File: src/inc/lvdsf_consts.svh
`ifndef LVDSF_CONSTS_SVH
`define LVDSF_CONSTS_SVH

// fifo geometry: two channels, 16 bits, eight entries
`define LVDSF_DATA_W        16
`define LVDSF_DEPTH         8
`define LVDSF_PTR_W         3

// pointer reset value and read wrap index
`define LVDSF_PTR_RST       3'h0
`define LVDSF_PTR_LAST      3'h7

// level warning thresholds (close to empty / close to overflow)
`define LVDSF_LVL_LOW       3'h1
`define LVDSF_LVL_HIGH      3'h7

// index of the last bus unit of a sample in each narrow mode
`define LVDSF_UNITS_BYTE    2'h1
`define LVDSF_UNITS_NIBBLE  2'h3

// strobe edges with frame high that make a pointer-reset strobe
`define LVDSF_FRST_WORD     4'h2
`define LVDSF_FRST_BYTE     4'h4
`define LVDSF_FRST_NIBBLE   4'h8

`endif

File: src/inc/lvdsf_pkg.sv
package lvdsf_pkg;

    // input bus width selection
    typedef enum logic [1:0] {
        LVDSF_WORD   = 2'b00,
        LVDSF_BYTE   = 2'b01,
        LVDSF_NIBBLE = 2'b10
    } lvdsf_mode_e;

    // sample word carried through the fifo
    typedef logic [15:0] lvdsf_word_t;

endpackage : lvdsf_pkg

File: src/hdl/lvdsf_rate_div.sv
`timescale 1ns/1ps
`include "lvdsf_consts.svh"

// data-rate tick: converter clock divided by the interpolation ratio
module lvdsf_rate_div
    import lvdsf_pkg::*;
(
    input  wire logic       core_clk,
    input  wire logic       rstn,
    input  wire logic       clkEn,
    input  wire logic [1:0] interpRatioCode,  // 0..3 selects 1x, 2x, 4x, 8x
    output logic            rdTick            // one pulse per data-rate period
);

    logic [2:0] divCnt_q;      // cycles within one data period
    logic [3:0] divLimit;      // ratio minus one
    logic       rdTick_q;      // registered tick

    // ratio is a power of two, so a shift gives it
    assign divLimit = 4'(4'h1 << interpRatioCode) - 4'h1;

    // free-running divider; wraps at the limit and flags the wrap
    always_ff @(posedge core_clk or negedge rstn) begin
        if (!rstn) begin
            divCnt_q <= 3'h0;
            rdTick_q <= 1'b0;
        end else if (clkEn) begin
            if (divCnt_q >= divLimit[2:0]) begin
                divCnt_q <= 3'h0;
                rdTick_q <= 1'b1;
            end else begin
                divCnt_q <= divCnt_q + 3'h1;
                rdTick_q <= 1'b0;
            end
        end
    end

    assign rdTick = rdTick_q;

endmodule : lvdsf_rate_div

File: src/hdl/lvdsf_capture.sv
`timescale 1ns/1ps
`include "lvdsf_consts.svh"

// ddr capture and sample formatting; write side of the fifo
module lvdsf_capture
    import lvdsf_pkg::*;
(
    input  wire logic        core_clk,
    input  wire logic        rstn,
    input  wire logic        clkEn,
    input  wire logic [15:0] laneData,       // lane_bit15..lane_bit0
    input  wire logic        dataStrobeIn,   // reference strobe
    input  wire logic        frameSelectPos, // channel frame / reset strobe
    input  lvdsf_mode_e      busMode,
    output logic             wrValid,        // one-cycle pulse, i/q pair ready
    output logic [15:0]      wrI,
    output logic [15:0]      wrQ,
    output logic             frameReset      // one-cycle pulse
);

    // byte mode lanes, msb first
    function automatic logic [7:0] byteLanes(input logic [15:0] d);
        byteLanes = {d[14], d[12], d[10], d[8], d[7], d[5], d[3], d[1]};
    endfunction : byteLanes

    // nibble mode lanes, msb first
    function automatic logic [3:0] nibLanes(input logic [15:0] d);
        nibLanes = {d[10], d[8], d[7], d[5]};
    endfunction : nibLanes

    logic [15:0] data_q;       // bus sampled with the strobe
    logic        strb_q;       // strobe level
    logic        strbPrev_q;   // strobe level one cycle earlier
    logic        frame_q;      // frame level
    logic        frameLast_q;  // frame at previous strobe edge
    logic [1:0]  unitCnt_q;    // unit index within a sample
    logic [15:0] acc_q;        // sample under assembly
    logic [15:0] iHold_q;      // i sample waiting for its q partner
    logic [3:0]  highCnt_q;    // edges seen with frame high
    logic        wrValid_q;
    logic [15:0] wrI_q;
    logic [15:0] wrQ_q;
    logic        frameReset_q;

    logic        strbEdge;     // any strobe edge, rising or falling
    logic        unitStart;    // this edge opens a new sample
    logic [1:0]  unitIdx;
    logic [1:0]  unitLast;
    logic [15:0] accNext;
    logic [3:0]  frstLimit;

    // both strobe edges clock data in: ddr sampling
    assign strbEdge = (strb_q != strbPrev_q);

    // per-mode framing figures
    always_comb begin
        unitLast  = (busMode == LVDSF_BYTE) ? `LVDSF_UNITS_BYTE : `LVDSF_UNITS_NIBBLE;
        frstLimit = `LVDSF_FRST_NIBBLE;
        accNext   = {acc_q[11:0], nibLanes(data_q)};
        unitStart = (frame_q != frameLast_q);
        case (busMode)
            LVDSF_WORD: begin
                frstLimit = `LVDSF_FRST_WORD;
            end
            LVDSF_BYTE: begin
                frstLimit = `LVDSF_FRST_BYTE;
                accNext   = {acc_q[7:0], byteLanes(data_q)};
                unitStart = strb_q;  // upper byte always on strobe high
            end
            default: begin
                frstLimit = `LVDSF_FRST_NIBBLE;
            end
        endcase
        unitIdx = unitStart ? 2'h0 : unitCnt_q + 2'h1;
    end

    // input sampling; pins are synchronous to core_clk
    always_ff @(posedge core_clk or negedge rstn) begin
        if (!rstn) begin
            data_q     <= 16'h0000;
            strb_q     <= 1'b0;
            strbPrev_q <= 1'b0;
            frame_q    <= 1'b0;
        end else if (clkEn) begin
            data_q     <= laneData;
            strb_q     <= dataStrobeIn;
            strbPrev_q <= strb_q;
            frame_q    <= frameSelectPos;
        end
    end

    // sample assembly and channel steering
    always_ff @(posedge core_clk or negedge rstn) begin
        if (!rstn) begin
            frameLast_q <= 1'b0;
            unitCnt_q   <= 2'h0;
            acc_q       <= 16'h0000;
            iHold_q     <= 16'h0000;
            wrValid_q   <= 1'b0;
            wrI_q       <= 16'h0000;
            wrQ_q       <= 16'h0000;
        end else if (clkEn) begin
            wrValid_q <= 1'b0;
            if (strbEdge) begin
                frameLast_q <= frame_q;
                if (busMode == LVDSF_WORD) begin
                    // strobe high carries i, strobe low carries q
                    if (strb_q) begin
                        iHold_q <= data_q;
                    end else begin
                        wrI_q     <= iHold_q;
                        wrQ_q     <= data_q;
                        wrValid_q <= 1'b1;
                    end
                end else begin
                    unitCnt_q <= unitIdx;
                    acc_q     <= accNext;
                    // a sample completes on its last unit; frame picks the channel
                    if (unitIdx == unitLast) begin
                        if (frame_q) begin
                            iHold_q <= accNext;
                        end else begin
                            wrI_q     <= iHold_q;
                            wrQ_q     <= accNext;
                            wrValid_q <= 1'b1;
                        end
                    end
                end
            end
        end
    end

    // frame held high for a whole i+q load becomes a reset strobe;
    // ordinary framing only covers the i half, so it never reaches the limit
    always_ff @(posedge core_clk or negedge rstn) begin
        if (!rstn) begin
            highCnt_q    <= 4'h0;
            frameReset_q <= 1'b0;
        end else if (clkEn) begin
            frameReset_q <= 1'b0;
            if (strbEdge) begin
                if (!frame_q) begin
                    highCnt_q <= 4'h0;
                end else if (highCnt_q < frstLimit) begin
                    highCnt_q <= highCnt_q + 4'h1;
                    frameReset_q <= (highCnt_q + 4'h1 == frstLimit);
                end
            end
        end
    end

    assign wrValid    = wrValid_q;
    assign wrI        = wrI_q;
    assign wrQ        = wrQ_q;
    assign frameReset = frameReset_q;

endmodule : lvdsf_capture

File: src/hdl/lvdsf_port_fifo.sv
`timescale 1ns/1ps
`include "lvdsf_consts.svh"

// Behaviour
// - word, byte and nibble bus widths
// - fixed lane subsets for byte and nibble
// - sample on both strobe edges
// - word mode: strobe high i, low q
// - byte mode: upper byte high, lower low
// - frame high steers to i, low q
// - two-channel 16-bit eight-entry fifo
// - write at write pointer, then advance
// - read at read pointer, then advance
// - pointers advance at the data rate
// - pointers must never coincide; here they can, and it is only flagged on ptrCollide
// - keep pointer difference near four
// - pointer init by command or frame
// - relative reset sets depth from read pointer
// - absolute reset forces fixed write pointer
// - command-requested reset is always relative
// - frame reset relative unless fifo-rate sync
// - fifo-rate sync: frame reset is absolute
// - reset strobe spans one full i+q load
// - sync mode bit: one data-rate, zero fifo-rate
// - relative: load start level at read wrap
// - absolute: load phase offset after strobe
module lvdsf_port_fifo
    import lvdsf_pkg::*;
(
    input  wire logic        core_clk,        // converter clock
    input  wire logic        rstn,
    input  wire logic        clkEn,
    input  wire logic [15:0] laneData,
    input  wire logic        dataStrobeIn,
    input  wire logic        frameSelectPos,
    input  lvdsf_mode_e      busMode,
    input  wire logic [1:0]  interpRatioCode,
    input  wire logic        syncEnable,      // synchronisation on
    input  wire logic        syncDataRate,    // 1 data-rate, 0 fifo-rate
    input  wire logic [2:0]  startLevel,      // relative reset target
    input  wire logic [2:0]  phaseOffset,     // absolute reset target
    input  wire logic        spiResetReq,     // level request from the control port
    output logic             resetAck,
    output logic             resetPending,
    output logic [15:0]      sampleI,
    output logic [15:0]      sampleQ,
    output logic             sampleValid,
    output logic [2:0]       fifoLevel,
    output logic [6:0]       fifoLevelThermo,
    output logic             levelWarn,
    output logic             ptrCollide
);

    // thermometer form of a level: 4 reads as 0001111
    function automatic logic [6:0] levelThermo(input logic [2:0] lvl);
        levelThermo = 7'(8'hff >> (4'h8 - {1'b0, lvl}));
    endfunction : levelThermo

    logic [15:0] memI [0:`LVDSF_DEPTH-1];  // i channel storage
    logic [15:0] memQ [0:`LVDSF_DEPTH-1];  // q channel storage

    logic        wrValid;       // capture has an i/q pair
    logic [15:0] wrI;
    logic [15:0] wrQ;
    logic        frameReset;    // qualified frame strobe
    logic        rdTick;        // data-rate read tick

    logic [2:0]  wrPtr_q;       // write pointer
    logic [2:0]  rdPtr_q;       // read pointer
    logic        relPending_q;  // relative reset armed
    logic        spiPend_q;     // armed reset came from the control port
    logic        spiReq_q;      // request level one cycle ago
    logic        ack_q;
    logic [15:0] sampleI_q;
    logic [15:0] sampleQ_q;
    logic        sampleValid_q;
    logic [2:0]  level_q;
    logic [6:0]  thermo_q;
    logic        warn_q;
    logic        collide_q;

    logic        absMode;       // frame strobe acts absolutely
    logic        spiRise;       // request rising edge
    logic        relSet;        // any source arms a relative reset
    logic        relLoad;       // relative reset takes effect now
    logic        absLoad;       // absolute reset takes effect now
    logic [2:0]  levelNow;

    // capture and formatting, write side
    // the strobe is sampled as a plain input on core_clk
    lvdsf_capture u_capture (
        .core_clk       (core_clk),
        .rstn           (rstn),
        .clkEn          (clkEn),
        .laneData       (laneData),
        .dataStrobeIn   (dataStrobeIn),
        .frameSelectPos (frameSelectPos),
        .busMode        (busMode),
        .wrValid        (wrValid),
        .wrI            (wrI),
        .wrQ            (wrQ),
        .frameReset     (frameReset)
    );

    // read side pace
    // the tick is registered, raised on the same edge as the divider wrap
    lvdsf_rate_div u_rate_div (
        .core_clk        (core_clk),
        .rstn            (rstn),
        .clkEn           (clkEn),
        .interpRatioCode (interpRatioCode),
        .rdTick          (rdTick)
    );

    // reset kind decode; sync disabled behaves like data-rate mode
    // only enabled fifo-rate sync makes a frame strobe absolute
    assign absMode  = syncEnable && !syncDataRate;
    assign spiRise  = spiResetReq && !spiReq_q;
    assign relSet   = spiRise || (frameReset && !absMode);
    assign absLoad  = frameReset && absMode;
    assign relLoad  = rdTick && relPending_q && (rdPtr_q == `LVDSF_PTR_LAST);
    assign levelNow = wrPtr_q - rdPtr_q;

    // storage write; no reset on the array, contents are don't-care until written
    // an enable-low cycle freezes the array as well as the pointers
    always_ff @(posedge core_clk) begin
        if (clkEn && wrValid) begin
            memI[wrPtr_q] <= wrI;
            memQ[wrPtr_q] <= wrQ;
        end
    end

    // write pointer: resets override the normal step
    // a load beats the step in one cycle; the sample still lands
    always_ff @(posedge core_clk or negedge rstn) begin
        if (!rstn) begin
            wrPtr_q <= `LVDSF_PTR_RST;
        end else if (clkEn) begin
            if (absLoad) begin
                wrPtr_q <= phaseOffset;
            end else if (relLoad) begin
                wrPtr_q <= startLevel;
            end else if (wrValid) begin
                wrPtr_q <= wrPtr_q + 3'h1;
            end
        end
    end

    // read pointer and output sample, paced by the data-rate tick
    // empty is not refused here, only reported as a collision
    always_ff @(posedge core_clk or negedge rstn) begin
        if (!rstn) begin
            rdPtr_q       <= `LVDSF_PTR_RST;
            sampleI_q     <= 16'h0000;
            sampleQ_q     <= 16'h0000;
            sampleValid_q <= 1'b0;
        end else if (clkEn) begin
            sampleValid_q <= rdTick;
            if (rdTick) begin
                sampleI_q <= memI[rdPtr_q];
                sampleQ_q <= memQ[rdPtr_q];
                rdPtr_q   <= rdPtr_q + 3'h1;
            end
        end
    end

    // relative reset arming; a new request in the load cycle wins
    // the load waits for the read wrap, so depth counts from zero
    always_ff @(posedge core_clk or negedge rstn) begin
        if (!rstn) begin
            relPending_q <= 1'b0;
            spiPend_q    <= 1'b0;
        end else if (clkEn) begin
            if (relSet) begin
                relPending_q <= 1'b1;
            end else if (relLoad) begin
                relPending_q <= 1'b0;
            end
            if (spiRise) begin
                spiPend_q <= 1'b1;
            end else if (relLoad) begin
                spiPend_q <= 1'b0;
            end
        end
    end

    // acknowledge: raised once the requested reset is done, dropped with the request
    // a request dropped before the load is applied but never acked
    always_ff @(posedge core_clk or negedge rstn) begin
        if (!rstn) begin
            spiReq_q <= 1'b0;
            ack_q    <= 1'b0;
        end else if (clkEn) begin
            spiReq_q <= spiResetReq;
            if (relLoad && spiPend_q && spiResetReq) begin
                ack_q <= 1'b1;
            end else if (!spiResetReq) begin
                ack_q <= 1'b0;
            end
        end
    end

    // level status; coinciding pointers corrupt data, levels 1 and 7 are close to it
    // reported one cycle late, so read it as plus or minus one
    always_ff @(posedge core_clk or negedge rstn) begin
        if (!rstn) begin
            level_q   <= 3'h0;
            thermo_q  <= 7'h00;
            warn_q    <= 1'b0;
            collide_q <= 1'b1;
        end else if (clkEn) begin
            level_q   <= levelNow;
            thermo_q  <= levelThermo(levelNow);
            warn_q    <= (levelNow == `LVDSF_LVL_LOW) || (levelNow == `LVDSF_LVL_HIGH);
            collide_q <= (wrPtr_q == rdPtr_q);
        end
    end

    assign resetAck        = ack_q;
    assign resetPending    = relPending_q;
    assign sampleI         = sampleI_q;
    assign sampleQ         = sampleQ_q;
    assign sampleValid     = sampleValid_q;
    assign fifoLevel       = level_q;
    assign fifoLevelThermo = thermo_q;
    assign levelWarn       = warn_q;
    assign ptrCollide      = collide_q;
endmodule : lvdsf_port_fifo

File: config.mk
export PLATFORM = sky130hd
export DESIGN_NAME = lvdsf_port_fifo
export DESIGN_NICKNAME = d
export VERILOG_FILES = /design/src/inc/lvdsf_pkg.sv /design/src/hdl/lvdsf_rate_div.sv /design/src/hdl/lvdsf_capture.sv /design/src/hdl/lvdsf_port_fifo.sv
export VERILOG_INCLUDE_DIRS = /design/src /design/src/inc
export SDC_FILE = /design/constraint.sdc
export NUM_CORES = 1
export LEC_CHECK = 0
export ABC_AREA = 1
export ABC_CLOCK_PERIOD_IN_PS = 6900
export BUFFER_PORTS_ARGS = -buffer_cell sky130_fd_sc_hd__buf_2
export CAP_MARGIN = 20
export CORE_MARGIN = 2
export CORE_UTILIZATION = 30
export CTS_CLUSTER_DIAMETER = 150
export CTS_CLUSTER_SIZE = 14
export DETAILED_ROUTE_END_ITERATION = 10
export PLACE_DENSITY_LB_ADDON = 0.12
export SLEW_MARGIN = 20
export SYNTH_ARGS = -nofsm -noshare
export SYNTH_HDL_FRONTEND = slang
export SYNTH_HIERARCHICAL = 1
export SYNTH_SLANG_ARGS = --single-unit
File: constraint.sdc
create_clock -name core_clk -period 6.9 [get_ports core_clk]
set_input_delay 0.69 -clock core_clk [delete_from_list [all_inputs] [get_ports core_clk]]
set_output_delay 0.69 -clock core_clk [all_outputs]
set_load 0.05 [all_outputs]
==> reports/summary.txt <==
status - finished clean
main combinational cell family by area after synthesis - simple AND/OR/NAND/NOR gates
ANT nets after route - 0
slowest stage cell, crit path - clkinv_2
cell family with most CP delay - buffers and inverters
Seq/Total Area, Yosys - 0.639
# DRC - 0
layout filler cell count - 5995
area of the multi-input gates - 0.00502 sq mm
final WL - 44.6 mm
leakage power - 9.07 nW
Tcrit/Tclk final - 0.444
crit path DAT - 3.49 ns
Tightest Pin Transition - 0.910 ns
port buffer count - 80
Power Density - 405 mW/mm^2
# IOs - 81
largest cells by area after synthesis - edfxtp_1, dfrtp_1, nand2_1
unrepaired setup endpoints after global routing - no
Synth Area in XOR/XNOR - 0.00295
CP dominant cell by count - nand2_1
P_sw - 3.26 mW
First-pass DRT Iterations - 7
cts hold-fix bufs - 0
clock root buffer - clkbuf_16
final hold violations - 0
Placed Area - 0.0189 sq mm
Internal - 4.82 mW
VDD IR max - 0.000186 V
Syn Area/Cell - 9.88 sq um
clk_lat worst skew - 0.55 ns
Max Slew Vio Count - 0
Tot GR Track Use - 0.148
Final Critical Period - 3.06 ns
Final #Nets - 1903
TritonCTS clock tree - yes
post-CTS sizing - 0
Core Footprint - 0.0588 sq mm
Die ar. - 0.0613 sq mm
clock buffer depth - 3
Yosys reg bits - 403
initial antenna violation count - 0
Ys Warns - 6
Worst Skew - 0.0160 ns
first-pass GRT wire length - 69.6 mm
H-tree lvl count - 2
mux share of post-synthesis cell area - 0
global placement routability congestion - 0.743
Sw Share - 0.403
Synth Area in Simple Gates - 0.243
Setup CP Type - reg2reg
Crit. End Element - flip-flop
synthesized area - 0.0178 sq mm
cts bufs inserted - 34
Clock Sink Count - 403
Peak Freq - 327 MHz
Critical Path Source Type - flip-flop
Clock power frac - 0.231
syn_nets - 1853
Cell Rows - 89
Die Wd - 248 microns
Vias/cell - 4.45
aggregate global routing overflow - 0
sequential cell area - 0.0114 sq mm
Slew Limit Headroom - 0.392
crit-path cells - buf_4 > clkinv_2 > buf_4 > buf_4 > nand2_1 > nand2_1 > nand2_1 > nand3_1 > nand3_1 > nand2_1
Crit path largest cell delay - 0.64 ns
fraction of the mapped netlist area in adder cells - 0.0124
area growth from synthesis to layout - 12.1%
endpoints failing setup - 0
vias in the first global route - 11535
Syn Inst Count - 1802
layout cells sized above 1 - 0.111
top-area cell type share of the netlist area - 0.432
synth unique cells - 40
worst hold path class - in2async
post-synthesis compound-gate area fraction - 0.0202
largest net degree at the start of global routing - 79
Iter 0 DRT Violations - 689
setup bufs post-CTS - 0
Die Ht - 248 microns
number of max-cap violations - 0
Crit Path Max Fanout - 49
Reg power frac - 0.437
Crit path required time - 7.32 ns
hold_ws - 0.201 ns
Final TNS setup - 0 ns
combinational power share - 0.332
Synth area leader - edfxtp_1
Clock transition at path regs - 0.07 ns
Detailed Place HPWL - 27.0 mm
Starting Density - 0.303
design area - 0.0200 sq mm
via count - 11790
worst path bufs/invs - 4
Routed wire per std cell - 16.8 microns
## final cells by class
type	instances	share of cell area
Antenna cell	1	0.000125
Clock buffer	57	0.0501
Clock inverter	1	0.000251
Inverter	246	0.0464
Multi-Input combinational cell	1066	0.252
Sequential cell	403	0.570
Tap cell	773	0.0485
Timing Repair Buffer	101	0.0332
## registers in the layout, summed over array words and instances (netlist names), 2 cells and up
signal               count
memI                   128
memQ                   128
sampleI                 16
sampleQ                 16
u_capture/data_q        16
u_capture/iHold_q       16
u_capture/wrI           16
u_capture/wrQ           16
u_capture/acc_q         12
fifoLevelThermo          7
u_capture/highCnt_q      4
fifoLevel                3
rdPtr_q                  3
u_rate_div/divCnt_q      3
wrPtr_q                  3
u_capture/unitCnt_q      2
## power groups by stage
stage / logic, mW / registers, mW / clock network, mW
final: 2.68 / 3.53 / 1.86
after global routing: 3.03 / 3.60 / 2.03
after CTS: 2.75 / 3.54 / 1.94
after detailed placement: 2.74 / 3.59 / 0
after global placement: 2.72 / 3.58 / 0
after floorplan: 1.63 / 3.86 / 0
## final timing paths
check | startpoint | end | slack, ns | cells past startpoint
setup / recovery | rdPtr_q[0]$_DFFE_PN0P_ | sampleQ[11]$_DFFE_PN0P_ | 3.84 | 10
hold / removal | rstn | u_rate_div/divCnt_q[2]$_DFFE_PN0P_ | 0.20 | 1
setup reg to reg | rdPtr_q[0]$_DFFE_PN0P_ | sampleQ[11]$_DFFE_PN0P_ | 3.84 | 10
hold reg to reg | sampleQ[1]$_DFFE_PN0P_ | sampleQ[1]$_DFFE_PN0P_ | 0.47 | 2
max in group asynchronous | rstn | sampleI[12]$_DFFE_PN0P_ | 5.51 | 3
min in group core_clk | laneData[3] | u_capture/data_q[3]$_DFFE_PN0P_ | 0.34 | 3
## placed cells by master, fill, tap and decap left out, drive strengths merged
| master | instances |
|---|---|
| a21o | 1 |
| a21oi | 5 |
| a31oi | 1 |
| and2 | 1 |
| buf | 101 |
| clkbuf | 57 |
| clkinv | 3 |
| dfrtp | 146 |
| dfstp | 1 |
| diode | 1 |
| edfxtp | 256 |
| fa | 1 |
| ha | 16 |
| inv | 244 |
| nand2 | 672 |
| nand3 | 222 |
| nand3b | 1 |
| nand4 | 53 |
| nor2 | 21 |
| nor3 | 1 |
| o211ai | 4 |
| o21ai | 56 |
| o22ai | 1 |
| or2 | 4 |
| xnor2 | 1 |
| xor2 | 5 |
## logic make-up after synthesis
logic type,after synthesis
fa+ha+maj,17
simple gates,975
flops,403
compound gates,68
xor+xnor,6
buf+inv,333
## per-stage QoR
stage,setup slack (ns),utilization,std cells,power (mW)
final,3.84,0.339,2648,8.08
after floorplan,4.04,-,1802,5.48
after global routing,3.52,0.339,2647,8.65
after CTS,3.75,0.339,2646,8.23
after global placement,3.80,0.320,2583,6.29
after detailed placement,3.75,0.322,2588,6.33
## per-layer routing
metal | GRT usage | wire [microns]
met4 | 0.0361 | 689
met2 | 0.241 | 20900
met1 | 0.208 | 21800
met3 | 0.0201 | 1120
met5 | 0 | 0
## synth_stat cells (all sizes together)
| cell | number |
|---|---|
| nand2 | 672 |
| edfxtp | 256 |
| inv | 245 |
| nand3 | 222 |
| dfrtp | 146 |
| buf | 70 |
| o21ai | 56 |
| nand4 | 53 |
| nor2 | 21 |
| clkbuf | 17 |
| ha | 16 |
| a21oi | 5 |
| xor2 | 5 |
| o211ai | 4 |
| or2 | 4 |
| a21o | 1 |
| a31oi | 1 |
| and2 | 1 |
| clkinv | 1 |
| dfstp | 1 |
| fa | 1 |
| nand3b | 1 |
| nor3 | 1 |
| o22ai | 1 |
| xnor2 | 1 |
No activity file was read; power rests on OpenSTA's default activity.
